File: config.mk
export PLATFORM = sky130hd
export DESIGN_NAME = tpg_generator
export DESIGN_NICKNAME = d
export VERILOG_FILES = /design/src/rtl/tpg_crc32.v /design/src/rtl/tpg_generator.v
export VERILOG_INCLUDE_DIRS = /design/src /design/src/rtl
export SDC_FILE = /design/constraint.sdc
export NUM_CORES = 1
export LEC_CHECK = 0
export ABC_AREA = 1
export BUFFER_PORTS_ARGS = -buffer_cell sky130_fd_sc_hd__buf_2
export CAP_MARGIN = 20
export CORE_MARGIN = 8
export CORE_UTILIZATION = 50
export CTS_CLUSTER_DIAMETER = 30
export DETAILED_ROUTE_END_ITERATION = 7
export GPL_ROUTABILITY_DRIVEN = 0
export PLACE_DENSITY_LB_ADDON = 0.08
export SETUP_SLACK_MARGIN = 0.02
export SLEW_MARGIN = 20
export SYNTH_ARGS = -nofsm -noshare
export SYNTH_HDL_FRONTEND = slang
export SYNTH_SLANG_ARGS = --single-unit
File: constraint.sdc
create_clock -name clk -period 17.5 [get_ports clk]
set_input_delay 2.625 -clock clk [delete_from_list [all_inputs] [get_ports clk]]
set_output_delay 2.625 -clock clk [all_outputs]
set_load 0.05 [all_outputs]
File: src/rtl/tpg_defs.vh
/*
 Constants of the test packet generator: register offsets, control
 field positions, reset values, frame and gap sizes, CRC constants.
 Assumes inclusion by bare name from the design files under rtl/.
*/
`ifndef TPG_DEFS_VH
`define TPG_DEFS_VH

// ****************************************
// Register map
// ****************************************
`define TPG_ADDR_CTL 5'h1d
`define TPG_ADDR_PAT 5'h1e
`define TPG_CTL_RST 16'h0040
`define TPG_PAT_RST 16'h0000

// ****************************************
// Control fields
// ****************************************
`define TPG_EN_BIT 15
`define TPG_RUN_BIT 14
`define TPG_CONT_BIT 13
`define TPG_LEN_HI 12
`define TPG_LEN_LO 11
`define TPG_IPG_BIT 10
`define TPG_DST_HI 9
`define TPG_DST_LO 6
`define TPG_SRC_HI 5
`define TPG_SRC_LO 2
`define TPG_RAND_BIT 1
`define TPG_BADFCS_BIT 0

// ****************************************
// Frame sizes in bytes, gaps in bit times
// ****************************************
`define TPG_LEN_SEL_125 2'h0
`define TPG_LEN_SEL_64 2'h1
`define TPG_LEN_SEL_1518 2'h2
`define TPG_LEN_125 14'd125
`define TPG_LEN_64 14'd64
`define TPG_LEN_1518 14'd1518
`define TPG_LEN_10000 14'd10000
`define TPG_FCS_BYTES 14'd4
`define TPG_ADDR_BYTES 14'd6
`define TPG_HDR_BYTES 14'd12
`define TPG_GAP_BITS_SHORT 14'd96
`define TPG_GAP_BITS_LONG 14'd8192
`define TPG_BITS_PER_BYTE 14'd8
`define TPG_PRE_LAST 14'd7
`define TPG_FCS_LAST 14'd3
`define TPG_PRE_BYTE 8'h55
`define TPG_SFD_BYTE 8'hd5
`define TPG_ONES_BYTE 8'hff
`define TPG_ONES_NIB 4'hf

// ****************************************
// Run counts, CRC and payload generator
// ****************************************
`define TPG_BURST_PKTS 25'd30000000
`define TPG_BLOCK_PKTS 14'd10000
`define TPG_CRC_INIT 32'hffffffff
`define TPG_CRC_POLY 32'hedb88320
`define TPG_LFSR_SEED 16'hace1

`endif

File: src/rtl/tpg_crc32.v
/*
 Byte-wide Ethernet CRC-32 accumulator, reflected form, one byte per
 enabled cycle. Assumes the caller inverts the result for the FCS.
*/
`timescale 1ns/10ps
`include "tpg_defs.vh"

module tpg_crc32 (
  input wire clk,
  input wire reset,
  input wire init,
  input wire en,
  input wire [7:0] din,
  output reg [31:0] crc
);

  // ****************************************
  // One byte of the CRC division
  // ****************************************
  function [31:0] crc_byte;
    input [31:0] c;
    input [7:0] d;
    integer i;
    reg [31:0] r;
    begin
      r = c;
      for (i = 0; i < 8; i = i + 1) begin
        if (r[0] ^ d[i]) begin
          r = (r >> 1) ^ `TPG_CRC_POLY;
        end else begin
          r = r >> 1;
        end
      end
      crc_byte = r;
    end
  endfunction

  always @(posedge clk or posedge reset) begin
    if (reset) begin
      crc <= `TPG_CRC_INIT;
    end else if (init) begin
      crc <= `TPG_CRC_INIT;
    end else if (en) begin
      crc <= crc_byte(crc, din);
    end
  end

endmodule

File: src/rtl/tpg_generator.v
/*
 Test packet generator of one PHY port: two management registers,
 frame sequencer, payload source and the transmit path multiplexer.
 Assumes one byte per clock toward the copper transmit path and a
 register port and MAC byte stream on the same clock as the block.
*/
// Operation
// - Bit 15 enables, bit 14 runs/stops
// - Duration bit 1: continuous, 10,000-packet blocks
// - Continuous cleared: stop at next 10,000 mark
// - Duration bit 0: exactly 30,000,000 packets, stop
// - Length field and gap bit select sizes
// - Destination all ones, low nibble bits 9:6
// - Source all ones, low nibble bits 5:2
// - Payload random or repeated fixed pattern
// - Bit 0 forces a bad FCS
// - Second register holds 16-bit payload pattern
// - Config changes apply only after run restart, except clearing bit 13 (continuous)
// - Pattern changes apply only after run restart
`timescale 1ns/10ps
`include "tpg_defs.vh"

module tpg_generator #(
  parameter [24:0] BURST_PKTS = `TPG_BURST_PKTS,
  parameter [13:0] BLOCK_PKTS = `TPG_BLOCK_PKTS
) (
  input wire clk,
  input wire reset,
  input wire [4:0] reg_addr,
  input wire reg_wr,
  input wire [15:0] reg_wdata,
  output reg [15:0] reg_rdata,
  input wire [7:0] mac_txd,
  input wire mac_tx_en,
  input wire mac_tx_er,
  output reg [7:0] phy_txd,
  output reg phy_tx_en,
  output reg phy_tx_er,
  output wire gen_busy
);

  localparam [4:0] ST_IDLE = 5'h01;
  localparam [4:0] ST_PRE = 5'h02;
  localparam [4:0] ST_DATA = 5'h04;
  localparam [4:0] ST_FCS = 5'h08;
  localparam [4:0] ST_GAP = 5'h10;

  // ****************************************
  // Registers and run state
  // ****************************************
  reg [15:0] ctl;
  reg [15:0] pat;
  reg go_q;
  reg armed;
  reg restart;
  reg [4:0] state;
  reg [13:0] idx;
  reg [24:0] total_cnt;
  reg [13:0] blk_cnt;
  reg [15:0] lfsr;
  reg snap_cont;
  reg [1:0] snap_len;
  reg snap_ipg;
  reg [3:0] snap_dst;
  reg [3:0] snap_src;
  reg snap_rand;
  reg snap_bad;
  reg [15:0] snap_pat;
  reg [13:0] frame_len;
  reg [13:0] gap_len;
  reg [7:0] gen_byte;
  reg [7:0] next_txd;
  reg next_en;
  wire go;
  wire [31:0] crc;
  wire [31:0] fcs;
  wire [13:0] data_last;

  assign go = ctl[`TPG_EN_BIT] & ctl[`TPG_RUN_BIT];
  assign gen_busy = armed | (state != ST_IDLE);

  // ****************************************
  // Frame length and gap decode
  // ****************************************
  always @* begin
    case (snap_len)
      `TPG_LEN_SEL_125: frame_len = `TPG_LEN_125;
      `TPG_LEN_SEL_64: frame_len = `TPG_LEN_64;
      `TPG_LEN_SEL_1518: frame_len = `TPG_LEN_1518;
      default: frame_len = `TPG_LEN_10000;
    endcase
    if (snap_ipg) begin
      gap_len = `TPG_GAP_BITS_LONG / `TPG_BITS_PER_BYTE;
    end else begin
      gap_len = `TPG_GAP_BITS_SHORT / `TPG_BITS_PER_BYTE;
    end
  end

  assign data_last = frame_len - `TPG_FCS_BYTES - 14'd1;

  // ****************************************
  // Byte of the frame body at index idx
  // ****************************************
  always @* begin
    if (idx < `TPG_ADDR_BYTES) begin
      if (idx == `TPG_ADDR_BYTES - 14'd1) begin
        gen_byte = {`TPG_ONES_NIB, snap_dst};
      end else begin
        gen_byte = `TPG_ONES_BYTE;
      end
    end else if (idx < `TPG_HDR_BYTES) begin
      if (idx == `TPG_HDR_BYTES - 14'd1) begin
        gen_byte = {`TPG_ONES_NIB, snap_src};
      end else begin
        gen_byte = `TPG_ONES_BYTE;
      end
    end else if (snap_rand) begin
      gen_byte = lfsr[7:0];
    end else if (idx[0] == 1'b0) begin
      gen_byte = snap_pat[15:8];
    end else begin
      gen_byte = snap_pat[7:0];
    end
  end

  // Good FCS is the inverted CRC; a bad one sends it uninverted
  assign fcs = ~crc ^ {32{snap_bad}};

  // ****************************************
  // Generator byte toward the transmit path
  // ****************************************
  always @* begin
    next_txd = 8'h00;
    next_en = 1'b0;
    case (state)
      ST_PRE: begin
        next_en = 1'b1;
        next_txd = (idx == `TPG_PRE_LAST) ? `TPG_SFD_BYTE : `TPG_PRE_BYTE;
      end
      ST_DATA: begin
        next_en = 1'b1;
        next_txd = gen_byte;
      end
      ST_FCS: begin
        next_en = 1'b1;
        case (idx[1:0])
          2'h0: next_txd = fcs[7:0];
          2'h1: next_txd = fcs[15:8];
          2'h2: next_txd = fcs[23:16];
          default: next_txd = fcs[31:24];
        endcase
      end
      default: begin
        next_en = 1'b0;
        next_txd = 8'h00;
      end
    endcase
  end

  tpg_crc32 u_crc (
    .clk(clk),
    .reset(reset),
    .init(state == ST_PRE),
    .en(state == ST_DATA),
    .din(gen_byte),
    .crc(crc)
  );

  // ****************************************
  // Registers, sequencer and counters
  // ****************************************
  always @(posedge clk or posedge reset) begin
    if (reset) begin
      ctl <= `TPG_CTL_RST;
      pat <= `TPG_PAT_RST;
      reg_rdata <= 16'h0000;
      go_q <= 1'b0;
      armed <= 1'b0;
      restart <= 1'b0;
      state <= ST_IDLE;
      idx <= 14'd0;
      total_cnt <= 25'd0;
      blk_cnt <= 14'd0;
      lfsr <= `TPG_LFSR_SEED;
      snap_cont <= 1'b0;
      snap_len <= 2'h0;
      snap_ipg <= 1'b0;
      snap_dst <= 4'h0;
      snap_src <= 4'h0;
      snap_rand <= 1'b0;
      snap_bad <= 1'b0;
      snap_pat <= 16'h0000;
      phy_txd <= 8'h00;
      phy_tx_en <= 1'b0;
      phy_tx_er <= 1'b0;
    end else begin
      if (reg_wr && reg_addr == `TPG_ADDR_CTL) begin
        ctl <= reg_wdata;
      end
      if (reg_wr && reg_addr == `TPG_ADDR_PAT) begin
        pat <= reg_wdata;
      end
      case (reg_addr)
        `TPG_ADDR_CTL: reg_rdata <= ctl;
        `TPG_ADDR_PAT: reg_rdata <= pat;
        default: reg_rdata <= 16'h0000;
      endcase
      go_q <= go;
      if (!go) begin
        armed <= 1'b0;
      end
      case (state)
        ST_IDLE: begin
          idx <= 14'd0;
          if (armed && go) begin
            state <= ST_PRE;
            if (restart) begin
              // Settings are sampled only at the start of a run
              restart <= 1'b0;
              total_cnt <= 25'd0;
              blk_cnt <= 14'd0;
              lfsr <= `TPG_LFSR_SEED;
              snap_cont <= ctl[`TPG_CONT_BIT];
              snap_len <= ctl[`TPG_LEN_HI:`TPG_LEN_LO];
              snap_ipg <= ctl[`TPG_IPG_BIT];
              snap_dst <= ctl[`TPG_DST_HI:`TPG_DST_LO];
              snap_src <= ctl[`TPG_SRC_HI:`TPG_SRC_LO];
              snap_rand <= ctl[`TPG_RAND_BIT];
              snap_bad <= ctl[`TPG_BADFCS_BIT];
              snap_pat <= pat;
            end
          end
        end
        ST_PRE: begin
          if (idx == `TPG_PRE_LAST) begin
            idx <= 14'd0;
            state <= ST_DATA;
          end else begin
            idx <= idx + 14'd1;
          end
        end
        ST_DATA: begin
          if (idx >= `TPG_HDR_BYTES) begin
            lfsr <= {lfsr[14:0], lfsr[15] ^ lfsr[13] ^ lfsr[12] ^ lfsr[10]};
          end
          if (idx == data_last) begin
            idx <= 14'd0;
            state <= ST_FCS;
          end else begin
            idx <= idx + 14'd1;
          end
        end
        ST_FCS: begin
          if (idx == `TPG_FCS_LAST) begin
            idx <= 14'd0;
            state <= ST_GAP;
            total_cnt <= total_cnt + 25'd1;
            if (blk_cnt == BLOCK_PKTS - 14'd1) begin
              blk_cnt <= 14'd0;
            end else begin
              blk_cnt <= blk_cnt + 14'd1;
            end
            if (snap_cont) begin
              if (blk_cnt == BLOCK_PKTS - 14'd1 && !ctl[`TPG_CONT_BIT]) begin
                armed <= 1'b0;
              end
            end else if (total_cnt == BURST_PKTS - 25'd1) begin
              armed <= 1'b0;
            end
          end else begin
            idx <= idx + 14'd1;
          end
        end
        ST_GAP: begin
          // The idle cycle before the next preamble counts toward the gap
          if (idx >= gap_len - 14'd2) begin
            idx <= 14'd0;
            state <= ST_IDLE;
          end else begin
            idx <= idx + 14'd1;
          end
        end
        default: begin
          idx <= 14'd0;
          state <= ST_IDLE;
        end
      endcase
      // A fresh start wins over any stop taken in the same cycle
      if (go && !go_q) begin
        armed <= 1'b1;
        restart <= 1'b1;
      end
      // While enabled the generator owns the transmit path
      if (ctl[`TPG_EN_BIT]) begin
        phy_txd <= next_txd;
        phy_tx_en <= next_en;
        phy_tx_er <= 1'b0;
      end else begin
        phy_txd <= mac_txd;
        phy_tx_en <= mac_tx_en;
        phy_tx_er <= mac_tx_er;
      end
    end
  end

endmodule

### Yosys cells after proc, flatten, opt, wreduce, memory -nomap -nowiden

Cells that the tools add are included.

| storage, ports and cells | value |
|---|---|
| input bits | 34 |
| word-level logic and storage cells | 176 |
| output and inout port bits | 27 |
| register bits after elaboration | 197 |

| operators by class | value |
|---|---|
| muxes and demuxes | 74 |
| $add $sub $neg | 6 |
| bitwise gates (word level) | 23 |
| equality and inequality tests | 26 |
| reduce and logical (&&, ||, !) cells | 20 |
| $lt $le $gt $ge | 4 |

Operator list:

| kind | number |
|---|---|
| 32-bit two-way mux | 24 |
| 14-bit two-way mux | 8 |
| 13-bit NOT with 14-bit output | 8 |
| 25-bit two-way mux | 3 |
| 16-bit case mux with 2 select lines | 2 |
| 14-bit case mux with 4 select lines | 1 |
| 25-bit case mux with 2 select lines | 1 |
| 16-bit two-way mux | 3 |
| 8-bit two-way mux | 6 |
| 8-bit case mux with 3 select lines | 2 |
| 14-bit case mux with 3 select lines | 1 |
| 32-bit NOT | 1 |
| 32-bit XOR | 1 |
| 14-bit by 1-bit adder with 14-bit output, second input constant | 2 |
| 14-bit by 3-bit equality test with 1-bit output, second input constant | 2 |
| 14-bit case mux with 2 select lines | 1 |
| 25-bit by 1-bit adder with 25-bit output, second input constant | 1 |
| 25-bit equality test, second input constant | 1 |
| 5-bit two-way mux | 5 |
| 5-bit case mux with 5 select lines | 1 |
| 5-bit equality test, second input constant | 3 |
| 14-bit equality test | 1 |
| 14-bit equality test, second input constant | 1 |
| 14-bit by 2-bit equality test with 1-bit output, second input constant | 1 |
| other kinds (31) | 73 |

### Longest topological paths before layout

| depth | value |
|---|---|
| depth after elaboration | 36 |
| depth in mapped cells | 20 |
| gate-level depth less buffers | 19 |

### Cells and area by module

Synthesis repeated with hierarchy kept, for this count alone.

| unflattened totals | value |
|---|---|
| cell total of the unflattened synthesis | 1,594 |
| area, all modules | 11,866.4 um2 |

Modules (own cells, without submodules):

| module | area each (um2) | seq. area each (um2) | instances | cells an instance |
|---|---|---|---|---|
| tpg_generator | 9,394.0 | 4,141.5 | 1 | 1,244 |
| tpg_crc32 | 2,472.4 | 840.8 | 1 | 350 |

### Least setup slack after synthesis

OpenSTA, ideal clock, no wires.

| path | value |
|---|---|
| path type | reg2out |
| start | register state[3] |
| end | output port gen_busy |
| path buffers | 0 |
| stages on the path, launching flop included | 5 |
| slack | 13,795 ps |
| data required time | 14,875 ps |
| arrival | 1,080 ps |
| cells stage by stage | dfrtp_1 -> nor2_1 -> nand4_1 -> inv_1 -> nand2_1 |

| between the ends | value |
|---|---|
| cells in the longest elaborated chain, start to end | 2 |

Ends and longest elaborated chain:

| element | RTL line | text |
|---|---|---|
| start, declared | tpg_generator.v:56 | `reg [4:0] state;` |
| start signal, assigned | tpg_generator.v:180 | `state <= ST_IDLE;` |
| start signal, assigned | tpg_generator.v:216 | `state <= ST_PRE;` |
| start signal, assigned | tpg_generator.v:237 | `state <= ST_DATA;` |
| 5-bit by 1-bit inequality test with 1-bit output | tpg_generator.v:80 | `assign gen_busy = armed \| (state != ST_IDLE);` |
| 1-bit OR | tpg_generator.v:80 |  |
| end, declared | tpg_generator.v:39 | `output wire gen_busy` |

Every way passes these cells.

### Worst setup path after layout

Ends and elaborated chain as after synthesis.

==> summary.txt <==
Status
  • Status: finished clean

Synthesis
  • Synth warn: 0
  • Register area share after synthesis: 0.455
  • Async set-reset flop share out of synthesis: 1.00
  • Synthesized area per cell: 7.79 µm²
  • Unique masters post-synth: 58
  • FF+latch count, synth: 197
  • Mapped cell area: 11,000 µm²
  • Number of synthesized flops with an enable pin: 0
  • Top FF cell, synth: dfrtp_1
  • Syn Nets: 1,460
  • Mapped Cells: 1,406

GRT
  • GRT Max-Usage Layer: met2
  • First-pass GRT wire length: 46.9 mm
  • M1 GR Usage: 0.312
  • GR Overflow Total: 0
  • Vias in the first global route: 8,853
  • Largest net degree at the start of global routing: 119
  • Initial antenna violation count: 1
  • Overall Global Routing Usage: 0.219
  • Grt met3 use: 0.0393
  • M2 GR Usage: 0.337

Clocking
  • Clk_lat worst skew: 0.45 ns
  • H-tree levels: 4
  • Post-CTS setup buffers: 0
  • TritonCTS clock tree: yes
  • Clk buf depth: 2
  • Clock transition at the registers of the reported paths: 0.09 ns
  • Post-CTS Resized: 0
  • Hold_buf cts: 0
  • TritonCTS Sinks: 197
  • TritonCTS Buffers: 17
  • Clk root buf: clkbuf_16

Timing
  • Final hold vios: 0
  • Setup total negative slack: 0 ns
  • Tcrit/Tclk final: 0.251
  • Finish-stage setup viols: 0
  • Minimum clock period: 4.39 ns
  • Worst rel slew slack: 0.346
  • Max-slew violation count: 0
  • RSZ-0062 raised after global routing: false
  • Peak Freq: 0.228 GHz
  • Slew @ Worst Pin: 0.981 ns
  • Setup Skew: 0.0129 ns

Route
  • Via count: 9,465
  • Iteration-0 DRC Markers: 751
  • DRC: 0
  • Post-route ant nets: 0
  • Via density: 5.45
  • Drt total wl: 28.4 mm
  • Pre-antenna DRT Iters: 6
  • Routed length per instance: 16.4 µm

Layout
  • Cell area after layout: 12,100 µm²
  • Nets@finish: 1,498
  • Area grow syn2layout: 10.7%
  • ANT cells: 0
  • Layout cells sized above 1: 0.137
  • Non-filler cells, final: 1,737

Critical path
  • Worst-path maximum fanout: 5
  • Crit path DAT: 1.76 ns
  • Reg-to-reg endpoint: u_crc.crc[18]
  • Worst Reg-to-Reg Cells: 17
  • Reg-to-Reg Start: idx[0]
  • Critical path destination: gen_busy
  • Crit path launch: state[3]
  • Critical path class: reg -> out
  • WP data required: 14.88 ns
  • FF-to-FF setup slack: 14.16 ns
  • CP Launch Type: register
  • Worst setup EP type: output pin

Pwr
  • Power Density: 84.4 nW/µm²
  • Sw Share: 0.304
  • Seq pwr share: 0.485
  • Clock power frac: 0.418
  • P_sw: 0.000311 W
  • Lkg Pwr: 5.60 nW
  • Logic pwr share: 0.097
  • VDD IR max: 0.0642 mV
  • Internal power: 0.000712 W

Floorplanning
  • Core Box Area: 21,700 µm²
  • Die Y: 164 µm
  • Initial Util: 0.505
  • I/O pin cnt: 61
  • Die footprint: 26,900 µm²
  • Row Count: 54
  • Die width: 164 µm

Placement
  • Port Buffers: 60
  • HPWL Detailed: 20.1 mm
  • Placed cell count: 1,705
  • Area post-placement: 11,500 µm²

Run
  • Max-Cap Viols: 0

Min path
  • Hold Crit Class: reg -> reg
==> cell families (layout without fill, tap and decap cells) <==
kind of cell,Yosys count,in the layout,share of synthesized area
and+or+nand+nor,612,612,0.248
AOI/OAI and AO/OA,293,293,0.146
buffers and inverters,234,285,0.0829
DFF,197,197,0.455
xor gates and xnor gates,44,44,0.0389
adders and majority gates,20,20,0.0228
muxes,6,6,0.00617
==> cells in the mapped netlist, types with 2 or more instances <==
library cell	instances	area (µm²)
a21boi_0	3	22.5
a21oi_1	74	370
a221oi_1	8	70.1
a22oi_1	2	15.0
a311oi_1	2	17.5
a31oi_1	3	18.8
and2_1	2	12.5
and3_1	2	12.5
buf_1	4	15.0
buf_2	6	30.0
buf_6	2	22.5
clkbuf_1	35	131
clkinv_1	4	15.0
dfrtp_1	155	3880
dfstp_2	42	1100
ha_1	20	250
inv_1	175	657
inv_2	5	18.8
mux2_2	6	67.6
nand2_1	310	1160
nand2_2	12	75.1
nand2_4	5	56.3
nand3_1	116	581
nand3_2	2	20.0
nand3b_1	5	37.5
nand4_1	14	87.6
nor2_1	95	357
nor2_2	4	25.0
nor2_4	2	22.5
nor3_1	18	90.1
nor3b_1	3	22.5
nor4_1	10	62.6
o211ai_1	2	15.0
o21a_1	3	22.5
o21ai_0	159	796
o21ai_1	4	20.0
o21bai_1	2	15.0
o22ai_1	18	113
o31ai_1	4	30.0
o32ai_1	2	17.5
or2_2	9	56.3
xnor2_1	11	96.3
xor2_1	29	254
xor2_2	3	48.8
==> layout make-up <==
cell class / instances / area, µm²
sequential: 197 / 4980
tap: 280 / 350
inverter: 186 / 709
clock inverter: 15 / 223
clock buffer: 17 / 425
timing repair buffer: 67 / 357
fill: 2030 / 9560
multi-input combinational: 975 / 5080
==> worst max-delay path: stages, from the launching register on <==
cell and delay (ns):
dfrtp_1 0.41, nor2_1 0.19, nand4_1 0.21, inv_1 0.16, nand2_1 0.12, buf_2 0.23
==> routing by layer <==
| metal | part of all wire | routed length, µm | up-vias |
|---|---|---|---|
| met5 | 0.00046 | 13 | - |
| met4 | 0.018 | 503 | 2 |
| met3 | 0.055 | 1570 | 38 |
| met2 | 0.45 | 12800 | 297 |
| met1 | 0.48 | 13600 | 4433 |
| li1 | - | - | 4695 |
==> power by group through the flow <==
stage	Sequential (W)	Clock (W)	Combinational, W
final	0.000497	0.000428	0.0000993
after global routing	0.000500	0.000451	0.000112
after CTS	0.000496	0.000434	0.000101
after detailed placement	0.000505	0	0.000100
after global placement	0.000504	0	0.0000979
after floorplan	0.000510	0	0.0000614
==> layout by cell type (no fill, tap or decap), types with 29 or more instances in the layout <==
cell type	count
a21oi_1	74
buf_2	60
dfrtp_1	155
dfstp_2	42
inv_1	174
nand2_1	310
nand3_1	115
nor2_1	95
o21ai_0	159
xor2_1	29
==> state kept, by name, summed over array words and instances (netlist names), 2 cells and up <==
register / cells
u_crc.crc: 32
total_cnt: 25
ctl: 16
lfsr: 16
pat: 16
reg_rdata: 16
snap_pat: 16
blk_cnt: 14
idx: 14
phy_txd: 8
state: 5
snap_dst: 4
snap_src: 4
snap_len: 2
==> metrics by stage <==
step | hold WS, ns | total power, W | utilization | setup slack [ns]
4_1_cts | 0.494 | 0.00103 | 0.559 | 13.14
3_3_place_gp | 0.465 | 0.000602 | 0.529 | 13.05
3_5_place_dp | 0.473 | 0.000605 | 0.529 | 13.03
2_1_floorplan | 0.444 | 0.000571 | - | 9.58
5_1_grt | 0.503 | 0.00106 | 0.559 | 12.96
6_report | 0.489 | 0.00102 | 0.559 | 13.11
==> how the worst min path moves through the flow <==
stage	start	to	slack (ns)	cells after the start
global placement	pat[14]	pat[14]	0.46	2
global route	ctl[6]	ctl[6]	0.50	2
CTS	u_crc.crc[20]	u_crc.crc[20]	0.49	2
finish	snap_src[1]	snap_src[1]	0.49	2
detailed placement	snap_src[1]	snap_src[1]	0.47	2
floorplan	snap_src[1]	snap_src[1]	0.44	2
Power figures use the tool's default switching activity.
